### src/lcd_map.svh
// Offsets, field positions, reset values and timing figures of the decoder
`ifndef LCD_MAP_SVH
`define LCD_MAP_SVH
`define LCD_REG_INSTR 4'h0
`define LCD_REG_DATA 4'h4
`define LCD_REG_MODE 4'h8
`define LCD_CLK_PERIOD_NS 10
`define LCD_T_EXEC_NS 18500
`define LCD_T_CLEAR_NS 760000
`define LCD_T_BLINK_MS 185
`define LCD_SPACE_CODE 8'h20
`define LCD_LINE1_END 7'h27
`define LCD_LINE2_BASE 7'h40
`define LCD_LINE2_END 7'h67
`define LCD_ONE_END 7'h4F
`define LCD_LINE2_SKIP 7'h18
`define LCD_LINE_LEN 7'h28
`define LCD_ONE_LEN 7'h50
`define LCD_DD_DEPTH 80
`define LCD_CG_DEPTH 64
`define LCD_BIT_ID 1
`define LCD_BIT_S 0
`define LCD_BIT_D 2
`define LCD_BIT_C 1
`define LCD_BIT_B 0
`define LCD_BIT_SC 3
`define LCD_BIT_RL 2
`define LCD_BIT_DL 4
`define LCD_BIT_N 3
`define LCD_BIT_F 2
`define LCD_MODE_SHIFT_POS 16
`define LCD_RST_ID 1'b1
`define LCD_RST_SHIFT_EN 1'b0
`define LCD_RST_DISP 1'b0
`define LCD_RST_CURSOR 1'b0
`define LCD_RST_BLINK 1'b0
`define LCD_RST_BUS_WIDTH 1'b1
`define LCD_RST_TWO_LINE 1'b0
`define LCD_RST_FONT 1'b0
`endif

### src/lcd_pkg.sv
// Types shared by the display instruction decoder
`default_nettype none
package lcd_pkg;
   typedef enum logic [3:0] {
      OP_NONE, OP_CLEAR, OP_HOME, OP_ENTRY, OP_DISPLAY,
      OP_SHIFT, OP_FUNC, OP_CGADDR, OP_DDADDR
   } op_t;
   typedef enum logic [1:0] {DUTY_8, DUTY_11, DUTY_16} duty_t;
endpackage : lcd_pkg
`default_nettype wire

### src/store_if.sv
// Link between the decoder and its character memories
`default_nettype none
interface store_if;
   logic we;
   logic clear;
   logic cg_sel;
   logic two_line;
   logic [6:0] addr;
   logic [7:0] wdata;
   logic [7:0] rdata;
   modport ctl(output we, clear, cg_sel, two_line, addr, wdata,
      input rdata);
   modport mem(input we, clear, cg_sel, two_line, addr, wdata,
      output rdata);
endinterface : store_if
`default_nettype wire

### src/char_lcd_instruction_decoder.sv
// Instruction decoder and execution control of a character display
//
// Contract
// - Clear fills spaces, zeroes counter, sets increment
// - Home zeroes counter and display shift
// - Direction flag picks increment or decrement
// - Pattern memory accesses step the counter too
// - Shift-enabled display writes shift whole display
// - Display bit blanks without losing memory
// - Cursor bit hides cursor, keeps direction
// - Blink alternates cursor cell every 185 ms
// - Shift instruction moves cursor or display
// - Display shift keeps the address counter
// - Two-line cursor wraps past 27h to 40h
// - Width bit selects byte or nibble pairs
// - Line and font bits pick duty
// - Pattern address set loads six bits
// - Display address set loads seven bits
// - Status read gives busy and counter
// - Data access targets selected memory, 18.5 us
// - Instructions ignored while busy
// - Nibble mode sends upper nibble first
// - Two-line lines at 00h-27h and 40h-67h
//
// Register access over Avalon-MM and the placing of the registers were decided locally.
`include "lcd_map.svh"
`default_nettype none
module char_lcd_instruction_decoder
   import lcd_pkg::*;
#(
   parameter int CLEAR_CYCLES =
      (`LCD_T_CLEAR_NS + `LCD_CLK_PERIOD_NS - 1) / `LCD_CLK_PERIOD_NS,
   parameter int BLINK_CYCLES =
      (`LCD_T_BLINK_MS * 1000000) / `LCD_CLK_PERIOD_NS
) (
   input wire logic clk_sys,
   input wire logic arst_n,
   input wire logic [3:0] avs_address,
   input wire logic avs_read,
   input wire logic avs_write,
   input wire logic [31:0] avs_writedata,
   output logic [31:0] avs_readdata,
   output logic avs_waitrequest,
   output logic busy_flag,
   output logic display_on,
   output logic cursor_on,
   output logic blink_on,
   output logic blink_phase,
   output logic bus_width_sel,
   output logic two_line,
   output logic font_tall,
   output duty_t duty,
   output logic [6:0] display_shift
);
   localparam int EXEC_CYCLES =
      (`LCD_T_EXEC_NS + `LCD_CLK_PERIOD_NS - 1) / `LCD_CLK_PERIOD_NS;
   localparam int TW = $clog2(BLINK_CYCLES + CLEAR_CYCLES + 1) + 1;

   generate
      if (CLEAR_CYCLES < 1 || BLINK_CYCLES < 2) begin : g_bad
         $error("Clear and blink cycle counts must be positive");
      end
   endgenerate

   function automatic op_t decode(input logic [7:0] b);
      op_t r;
      r = OP_NONE;
      if (b[7]) r = OP_DDADDR;
      else if (b[6]) r = OP_CGADDR;
      else if (b[5]) r = OP_FUNC;
      else if (b[4]) r = OP_SHIFT;
      else if (b[3]) r = OP_DISPLAY;
      else if (b[2]) r = OP_ENTRY;
      else if (b[1]) r = OP_HOME;
      else if (b[0]) r = OP_CLEAR;
      return r;
   endfunction : decode

   // Next counter value, wrapping per memory and line layout
   function automatic logic [6:0] ac_step(input logic [6:0] a,
         input logic up, input logic two, input logic cg);
      logic [6:0] r;
      r = up ? a + 7'h01 : a - 7'h01;
      if (cg) begin
         r = {1'b0, r[5:0]};
      end else if (two) begin
         if (up && a == `LCD_LINE1_END) r = `LCD_LINE2_BASE;
         else if (up && a == `LCD_LINE2_END) r = 7'h00;
         else if (!up && a == `LCD_LINE2_BASE) r = `LCD_LINE1_END;
         else if (!up && a == 7'h00) r = `LCD_LINE2_END;
      end else begin
         if (up && a == `LCD_ONE_END) r = 7'h00;
         else if (!up && a == 7'h00) r = `LCD_ONE_END;
      end
      return r;
   endfunction : ac_step

   // Display shift offset, modulo the line length
   function automatic logic [6:0] off_step(input logic [6:0] o,
         input logic left, input logic two);
      logic [6:0] span;
      span = two ? `LCD_LINE_LEN : `LCD_ONE_LEN;
      if (left) return (o >= span - 7'h01) ? 7'h00 : o + 7'h01;
      return (o == 7'h00 || o >= span) ? span - 7'h01 : o - 7'h01;
   endfunction : off_step

   store_if mem_if ();
   logic [6:0] ac;
   logic cg_sel, inc_dir, shift_en, font_bit;
   logic ack, req, accept;
   logic sel_instr, sel_data, sel_mode;
   logic wr_half, rd_half;
   logic [3:0] nib_hold;
   logic [7:0] byte_wr;
   logic full_wr, full_rd;
   logic go_instr, go_wdata, go_rdata;
   logic busy_start;
   logic [TW-1:0] busy_load;
   logic blink_active;
   logic [7:0] read_byte;
   logic [31:0] mode_word;
   op_t op;

   // Bus handshake: one wait state per request
   assign req = avs_read | avs_write;
   assign avs_waitrequest = req & ~ack;
   assign accept = req & ack;
   assign sel_instr = (avs_address == `LCD_REG_INSTR);
   assign sel_data = (avs_address == `LCD_REG_DATA);
   assign sel_mode = (avs_address == `LCD_REG_MODE);

   always_ff @(posedge clk_sys or negedge arst_n) begin
      if (!arst_n) begin
         ack <= 1'b0;
      end else begin
         ack <= req & ~ack;
      end
   end

   // Nibble pairing, upper half first
   always_ff @(posedge clk_sys or negedge arst_n) begin
      if (!arst_n) begin
         wr_half <= 1'b0;
         rd_half <= 1'b0;
         nib_hold <= 4'h0;
      end else if (bus_width_sel) begin
         wr_half <= 1'b0;
         rd_half <= 1'b0;
      end else if (accept && (sel_instr || sel_data)) begin
         if (avs_write) begin
            wr_half <= ~wr_half;
            if (!wr_half) nib_hold <= avs_writedata[3:0];
         end else begin
            rd_half <= ~rd_half;
         end
      end
   end

   assign byte_wr = bus_width_sel ? avs_writedata[7:0] :
      {nib_hold, avs_writedata[3:0]};
   assign full_wr = accept & avs_write & (sel_instr | sel_data) &
      (bus_width_sel | wr_half);
   assign full_rd = accept & avs_read & sel_data & (bus_width_sel | rd_half);
   assign go_instr = full_wr & sel_instr & ~busy_flag;
   assign go_wdata = full_wr & sel_data & ~busy_flag;
   assign go_rdata = full_rd & ~busy_flag;
   assign op = decode(byte_wr);

   // Busy timing per instruction class
   assign busy_start = (go_instr && op != OP_NONE) || go_wdata || go_rdata;
   assign busy_load = (go_instr && (op == OP_CLEAR || op == OP_HOME)) ?
      TW'(CLEAR_CYCLES) : TW'(EXEC_CYCLES);

   cycle_timer #(.W(TW)) busy_timer (
      .clk_sys(clk_sys),
      .arst_n(arst_n),
      .start(busy_start),
      .load(busy_load),
      .active(busy_flag)
   );

   // Blink half-period timer, restarted on each expiry
   cycle_timer #(.W(TW)) blink_timer (
      .clk_sys(clk_sys),
      .arst_n(arst_n),
      .start(~blink_active),
      .load(TW'(BLINK_CYCLES - 1)),
      .active(blink_active)
   );

   always_ff @(posedge clk_sys or negedge arst_n) begin
      if (!arst_n) begin
         blink_phase <= 1'b0;
      end else if (!blink_on) begin
         blink_phase <= 1'b0;
      end else if (!blink_active) begin
         blink_phase <= ~blink_phase;
      end
   end

   assign mem_if.we = go_wdata;
   assign mem_if.clear = go_instr && op == OP_CLEAR;
   assign mem_if.cg_sel = cg_sel;
   assign mem_if.two_line = two_line;
   assign mem_if.addr = ac;
   assign mem_if.wdata = byte_wr;

   char_store store (
      .clk_sys(clk_sys),
      .arst_n(arst_n),
      .port(mem_if.mem)
   );

   // Address counter and memory select
   always_ff @(posedge clk_sys or negedge arst_n) begin
      if (!arst_n) begin
         ac <= 7'h00;
         cg_sel <= 1'b0;
      end else if (go_instr) begin
         case (op)
            OP_CLEAR, OP_HOME: begin
               ac <= 7'h00;
            end
            OP_CGADDR: begin
               ac <= {1'b0, byte_wr[5:0]};
               cg_sel <= 1'b1;
            end
            OP_DDADDR: begin
               ac <= byte_wr[6:0];
               cg_sel <= 1'b0;
            end
            OP_SHIFT: begin
               if (!byte_wr[`LCD_BIT_SC]) begin
                  ac <= ac_step(ac, byte_wr[`LCD_BIT_RL], two_line, cg_sel);
               end
            end
            default: begin
            end
         endcase
      end else if (go_wdata || go_rdata) begin
         ac <= ac_step(ac, inc_dir, two_line, cg_sel);
      end
   end

   // Display shift offset, counter left alone
   always_ff @(posedge clk_sys or negedge arst_n) begin
      if (!arst_n) begin
         display_shift <= 7'h00;
      end else if (go_instr && (op == OP_CLEAR || op == OP_HOME)) begin
         display_shift <= 7'h00;
      end else if (go_instr && op == OP_SHIFT && byte_wr[`LCD_BIT_SC]) begin
         display_shift <= off_step(display_shift,
            ~byte_wr[`LCD_BIT_RL], two_line);
      end else if (go_wdata && !cg_sel && shift_en) begin
         display_shift <= off_step(display_shift, inc_dir, two_line);
      end
   end

   // Entry mode bits
   always_ff @(posedge clk_sys or negedge arst_n) begin
      if (!arst_n) begin
         inc_dir <= `LCD_RST_ID;
         shift_en <= `LCD_RST_SHIFT_EN;
      end else if (go_instr && op == OP_CLEAR) begin
         inc_dir <= 1'b1;
      end else if (go_instr && op == OP_ENTRY) begin
         inc_dir <= byte_wr[`LCD_BIT_ID];
         shift_en <= byte_wr[`LCD_BIT_S];
      end
   end

   // Display control bits
   always_ff @(posedge clk_sys or negedge arst_n) begin
      if (!arst_n) begin
         display_on <= `LCD_RST_DISP;
         cursor_on <= `LCD_RST_CURSOR;
         blink_on <= `LCD_RST_BLINK;
      end else if (go_instr && op == OP_DISPLAY) begin
         display_on <= byte_wr[`LCD_BIT_D];
         cursor_on <= byte_wr[`LCD_BIT_C];
         blink_on <= byte_wr[`LCD_BIT_B];
      end
   end

   // Function set bits
   always_ff @(posedge clk_sys or negedge arst_n) begin
      if (!arst_n) begin
         bus_width_sel <= `LCD_RST_BUS_WIDTH;
         two_line <= `LCD_RST_TWO_LINE;
         font_bit <= `LCD_RST_FONT;
      end else if (go_instr && op == OP_FUNC) begin
         bus_width_sel <= byte_wr[`LCD_BIT_DL];
         two_line <= byte_wr[`LCD_BIT_N];
         font_bit <= byte_wr[`LCD_BIT_F];
      end
   end

   assign font_tall = ~two_line & font_bit;
   assign duty = two_line ? DUTY_16 : (font_bit ? DUTY_11 : DUTY_8);

   // Read answers, captured as the request is first seen
   assign read_byte = sel_instr ? {busy_flag, ac} : mem_if.rdata;
   assign mode_word = {9'h000, display_shift, 5'h00, busy_flag,
      blink_phase, cg_sel, font_bit, two_line, bus_width_sel,
      shift_en, inc_dir, blink_on, cursor_on, display_on};

   always_ff @(posedge clk_sys or negedge arst_n) begin
      if (!arst_n) begin
         avs_readdata <= 32'h0000_0000;
      end else if (avs_read && !ack) begin
         if (sel_mode) begin
            avs_readdata <= mode_word;
         end else if (!(sel_instr || sel_data)) begin
            avs_readdata <= 32'h0000_0000;
         end else if (bus_width_sel) begin
            avs_readdata <= {24'h00_0000, read_byte};
         end else if (rd_half) begin
            avs_readdata <= {28'h000_0000, read_byte[3:0]};
         end else begin
            avs_readdata <= {28'h000_0000, read_byte[7:4]};
         end
      end
   end

   AST_CLEAR: assert property (@(posedge clk_sys)
      disable iff (!arst_n) go_instr && op == OP_CLEAR |=> ac == 7'h00
      && inc_dir && busy_flag && display_shift == 7'h00)
      else $error("Clear did not reset counter and direction");
   AST_HOME: assert property (@(posedge clk_sys)
      disable iff (!arst_n) go_instr && op == OP_HOME |=> ac == 7'h00
      && display_shift == 7'h00 && $stable(inc_dir))
      else $error("Return home failed");
   AST_EXEC_BUSY: assert property (@(posedge clk_sys)
      disable iff (!arst_n) go_wdata |=> busy_flag [*8])
      else $error("Busy dropped too early after data access");
   AST_BUSY_IGNORE: assert property (@(posedge clk_sys)
      disable iff (!arst_n) full_wr && sel_instr && busy_flag
      |=> $stable({inc_dir, shift_en, display_on, cursor_on, blink_on,
      two_line, font_bit, ac}))
      else $error("Instruction taken while busy");
   AST_DD_ADDR: assert property (@(posedge clk_sys)
      disable iff (!arst_n) go_instr && op == OP_DDADDR
      |=> ac == $past(byte_wr[6:0]) && !cg_sel)
      else $error("Display address set wrong");
   AST_CG_ADDR: assert property (@(posedge clk_sys)
      disable iff (!arst_n) go_instr && op == OP_CGADDR
      |=> ac == {1'b0, $past(byte_wr[5:0])} && cg_sel)
      else $error("Pattern address set wrong");
   AST_SHIFT_KEEPS_AC: assert property (@(posedge clk_sys)
      disable iff (!arst_n) go_instr && op == OP_SHIFT
      && byte_wr[`LCD_BIT_SC] |=> $stable(ac))
      else $error("Display shift moved the counter");
   AST_LINE_WRAP: assert property (@(posedge clk_sys)
      disable iff (!arst_n) go_wdata && two_line && !cg_sel && inc_dir
      && ac == `LCD_LINE1_END |=> ac == `LCD_LINE2_BASE)
      else $error("Two-line wrap missed second line");
   AST_STATUS_READ: assert property (@(posedge clk_sys)
      disable iff (!arst_n) avs_read && !ack && sel_instr && bus_width_sel
      |=> avs_readdata[6:0] == $past(ac)
      && avs_readdata[7] == $past(busy_flag))
      else $error("Status read wrong");
   AST_DUTY: assert property (@(posedge clk_sys)
      disable iff (!arst_n) two_line |-> duty == DUTY_16 && !font_tall)
      else $error("Two-line duty wrong");
endmodule : char_lcd_instruction_decoder
`default_nettype wire

### src/cycle_timer.sv
// Loadable down counter, active while nonzero
`default_nettype none
module cycle_timer #(
   parameter int W = 16
) (
   input wire logic clk_sys,
   input wire logic arst_n,
   input wire logic start,
   input wire logic [W-1:0] load,
   output logic active
);
   logic [W-1:0] count;

   always_ff @(posedge clk_sys or negedge arst_n) begin
      if (!arst_n) begin
         count <= '0;
      end else if (start) begin
         count <= load;
      end else if (count != '0) begin
         count <= count - W'(1);
      end
   end

   assign active = (count != '0);
endmodule : cycle_timer
`default_nettype wire

### src/char_store.sv
// Display and pattern memories held in flip-flops
`include "lcd_map.svh"
`default_nettype none
module char_store (
   input wire logic clk_sys,
   input wire logic arst_n,
   store_if.mem port
);
   logic [7:0] dd [`LCD_DD_DEPTH];
   logic [7:0] cg [`LCD_CG_DEPTH];
   logic [6:0] dd_idx;
   logic dd_ok;

   // Second line 40h..67h packs behind the first line
   always_comb begin
      dd_idx = port.addr;
      if (port.two_line && port.addr[6]) begin
         dd_idx = port.addr - `LCD_LINE2_SKIP;
      end
      dd_ok = (dd_idx < `LCD_ONE_LEN);
      // Gap after the first of two lines holds no cells
      if (port.two_line && !port.addr[6] && port.addr > `LCD_LINE1_END) begin
         dd_ok = 1'b0;
      end
   end

   always_ff @(posedge clk_sys or negedge arst_n) begin
      if (!arst_n) begin
         for (int i = 0; i < `LCD_DD_DEPTH; i++) dd[i] <= `LCD_SPACE_CODE;
      end else if (port.clear) begin
         for (int i = 0; i < `LCD_DD_DEPTH; i++) dd[i] <= `LCD_SPACE_CODE;
      end else if (port.we && !port.cg_sel && dd_ok) begin
         dd[dd_idx] <= port.wdata;
      end
   end

   always_ff @(posedge clk_sys or negedge arst_n) begin
      if (!arst_n) begin
         for (int i = 0; i < `LCD_CG_DEPTH; i++) cg[i] <= 8'h00;
      end else if (port.we && port.cg_sel) begin
         cg[port.addr[5:0]] <= port.wdata;
      end
   end

   always_comb begin
      if (port.cg_sel) begin
         port.rdata = cg[port.addr[5:0]];
      end else if (dd_ok) begin
         port.rdata = dd[dd_idx];
      end else begin
         port.rdata = 8'h00;
      end
   end
endmodule : char_store
`default_nettype wire

### config.mk
export PLATFORM = sky130hd
export DESIGN_NAME = char_lcd_instruction_decoder
export DESIGN_NICKNAME = d
export VERILOG_FILES = /design/src/lcd_pkg.sv /design/src/store_if.sv /design/src/char_lcd_instruction_decoder.sv /design/src/cycle_timer.sv /design/src/char_store.sv
export VERILOG_INCLUDE_DIRS = /design/src
export SDC_FILE = /design/constraint.sdc
export NUM_CORES = 2
export LEC_CHECK = 0
export BUFFER_PORTS_ARGS = -buffer_cell sky130_fd_sc_hd__clkbuf_2
export CAP_MARGIN = 20
export CORE_ASPECT_RATIO = 1.25
export CORE_MARGIN = 2
export CORE_UTILIZATION = 60
export DETAILED_ROUTE_END_ITERATION = 7
export PLACE_DENSITY_LB_ADDON = 0.25
export SYNTH_ARGS = -nofsm -noshare
export SYNTH_HDL_FRONTEND = slang
export SYNTH_SLANG_ARGS = --single-unit
### constraint.sdc
create_clock -name clk_sys -period 4 [get_ports clk_sys]
set_clock_uncertainty 0.1 [all_clocks]
set_input_delay 0.2 -clock clk_sys [delete_from_list [all_inputs] [get_ports clk_sys]]
set_output_delay 0.2 -clock clk_sys [all_outputs]
set_load 0.03 [all_outputs]
==> summary.txt <==
Status
  • Outcome: complete, but fails checks
  • Failing checks: negative setup slack

Global route
  • Vias in the first global route: 49,300
  • First-pass GRT wire length: 307,000 um
  • Overall Global Routing Usage: 39.8%
  • Congestion Overflow GR: 0
  • Initial antenna violation count: 3
  • Pin count of the biggest net entering global routing: 150

Layout
  • Most common cell after layout, fill and taps aside: dfrtp_1
  • FF+latch area: 31,500 sq um
  • Fin area: roughly 66,000 sq um
  • Share of post-route cells with drive strength above 1: 17.0%
  • Most frequent cells in the layout: dfrtp_1 (1,168), nand2_1 (1,063), o21ai_0 (642)
  • Final #Nets: between 6,000 and 7,000
  • Fill cell count: 7,682
  • Area grow syn2layout: 11.5%
  • Multi-input gate area: 25,500 sq um
  • Non-filler cells, final: approximately 7,500

STA
  • Final worst slack: -237 ps
  • Hold_ws: 8.76 ps
  • Fin Setup TNS: -704 ps
  • Fmax: 236 MHz
  • Worst slew pin tran: 1270 ps
  • Fin. max-slew vios: 0
  • Min Tclk post-route: 4240 ps
  • Relative slew slack: 15.2%
  • Final worst path period share: 106%
  • Unrepaired setup endpoints after global routing: no
  • Final setup vio count: 5
  • Hold Fails Final Rpt: 0

Clock network
  • CTS Buf Count: 121
  • Clock buffer depth: 3
  • Reg clk slew, reported paths: around 70 ps
  • H-tree lvl count: 3
  • Clk sinks: 1,253
  • CTS tree: yes
  • Root buf cell: clkbuf_16
  • Clk_lat worst skew: 770 ps

Synthesis
  • Area leader, netlist: dfrtp_1
  • Fraction of registers with async set/reset: 100%
  • Synth cell types: between 80 and 90
  • EDFF count, synth: 0
  • Largest cells by area after synthesis: dfrtp_1 (49%), nand2_1 (6.7%), o21ai_0 (5.4%)
  • Mapped cell area: around 60,000 sq um
  • Synth Instances: around 6,100
  • Yosys top cell area share: 49.4%
  • Synth warnings: 0
  • Synth Flop Type: dfrtp_1
  • Average size of a mapped cell: 9.73 sq um
  • #FFs+latches synth: 1,253
  • Register area share after synthesis: 53.0%

Drt
  • Via count: 50,400
  • Final WL: a little over 200,000 um
  • Via/cell ratio: 6.76
  • DRT Pass-1 Iters: 8
  • Post-DR wirelength/cell: 27.1 um
  • DR iter-0 viols: 6,283
  • Antenna Nets Post-Route: 0
  • DR DRC count: 0

Critical path
  • Critical Path Max Stage Delay: 1080 ps
  • Startpoint Class: flop
  • Crit path kind: flop to flop
  • Crit path max-delay cell type: a222oi_1
  • CP Cell Sequence: buf_4, clkinv_2, nor2_1, or3_1, a222oi_1, o21ai_0, o2bb2ai_1, o21ai_0, o211ai_1
  • CP Data Arrival Time: around 4800 ps
  • Critical Path End Type: flop
  • WP data required: 4550 ps
  • Critical Path Most Common Cell: o21ai_0
  • Worst-path fanout max: 25

Place
  • Hpwl dp: 130,000 um
  • PortBufs: 51
  • Cell count after placement: 7,216
  • Post-DP Area: 61,900 sq um
  • Gp weighted congestion: approximately 1

Floorplanning
  • Boundary pin count: 90
  • Chip width: 285 um
  • DIE AREA: between 100,000 and 150,000 sq um
  • Core area: roughly 98,000 sq um
  • Initial Util: 60.3%
  • Die Span Y: 356 um
  • Cell Rows: 129

Pwr
  • Power Dens Cells: ~400 nW/um^2
  • Maximum VDD drop: 392 uV
  • Leak Pwr: 0.0291 uW

Hold path
  • Hold crit path type: primary input to async pin

Flow run
  • Max Cap Viol: 0
## registers in the layout, summed over array words and instances, names as in the netlist
signal and count:
blink_timer.count 26, store.dd 640, blink_on 1, inc_dir 1, font_bit 1, cg_sel 1
shift_en 1, wr_half 1, nib_hold 4, display_shift 7, store.cg 512, avs_readdata 18
cursor_on 1, ac 7, bus_width_sel 1, display_on 1, ack 1, rd_half 1
busy_timer.count 26, two_line 1, blink_phase 1
## cell type report
class,count,area share (%)
clock buffers,181,5.36
clock inverters,43,0.843
flip-flops and latches,1253,47.6
well taps,1310,2.48
repair buffers,378,4.96
diodes,2,0.00756
multi-input cells,4259,38.6
inverters,31,0.187
## cell usage after synthesis, types with 24 or more instances
cell type,instances
nand3_1,367
nor2_1,407
mux4_2,97
nand2_1,1064
xnor2_1,40
buf_1,50
dfrtp_1,1171
o221ai_1,74
a211oi_1,24
buf_4,37
inv_1,27
o22a_1,29
dfstp_2,82
a21oi_1,323
o22ai_1,192
o21ai_0,642
mux2_2,223
clkbuf_1,368
o21ai_1,55
nand2_2,26
mux2i_1,112
buf_2,111
nor3_1,91
o21a_1,24
a22oi_1,25
o211ai_1,82
## worst max-delay path, delay by kind of cell (launching register included)
kind                   cells  cell delay [ps]
AOI/OAI and AO/OA          5             2190
buffers and inverters      2              700
DFF                        1              630
and+or+nand+nor            2              480
## repair_timing
item                                    in CTS  in global routing
endpoints found under the hold margin      467                  0
setup buffers                                0                  0
hold buffers                                14                  0
resized for setup                            0                  5
endpoints found under the setup margin       0                  3
## stage by stage
stage / util, % / total power [uW] / setup slack, ps
after global routing: 67.2 / 27200 / 5.76
after global placement: 62.9 / 14700 / 167
after floorplan: - / 13800 / 414
final: 67.2 / 26500 / -237
after CTS: 67.2 / 26500 / 100
after detailed placement: 62.9 / 14700 / 150
## worst paths after layout
kind / startpoint / slack [ps] / to / cells past startpoint
worst max register to register: ac[2] / -240 / avs_readdata[0] / 9
worst min-delay path: arst_n / 9 / store.dd[295] / 2
worst max-delay path: ac[2] / -240 / avs_readdata[0] / 9
min in group clk_sys: avs_writedata[6] / 80 / store.cg[198] / 4
worst min register to register: blink_timer.count[0] / 360 / blink_timer.count[0] / 1
max in group asynchronous: arst_n / 2520 / store.dd[573] / 4
## logic make-up after synthesis
logic type               after synthesis  synth area share, %
other                                  1              0.00632
flip-flops                          1253                 53.0
XOR/XNOR                              61                0.900
multiplexers                         432                 9.80
AO/OA/AOI/OAI                       1610                 16.1
adder cells (fa/ha/maj)               14                0.295
buffers and inverters                598                 4.25
AND/OR/NAND/NOR                     2128                 15.6
## metal layers
layer	GRT usage (%)	up-vias	part of all wire (%)
met5	0	-	0.0064
met2	60.7	2976	45
li1	-	21500	-
met4	29.1	2	8.6
met3	9.08	871	10
met1	50.3	25100	36
## power breakdown
part / total (uW) / switching (uW) / internal, uW / leakage (uW)
logic: 1810 / 1580 / 230 / 0.0101
clock network: 12000 / 5090 / 6870 / 0.00201
registers: 12700 / 36.0 / 12700 / 0.0170
Power figures use the tool's default switching activity.
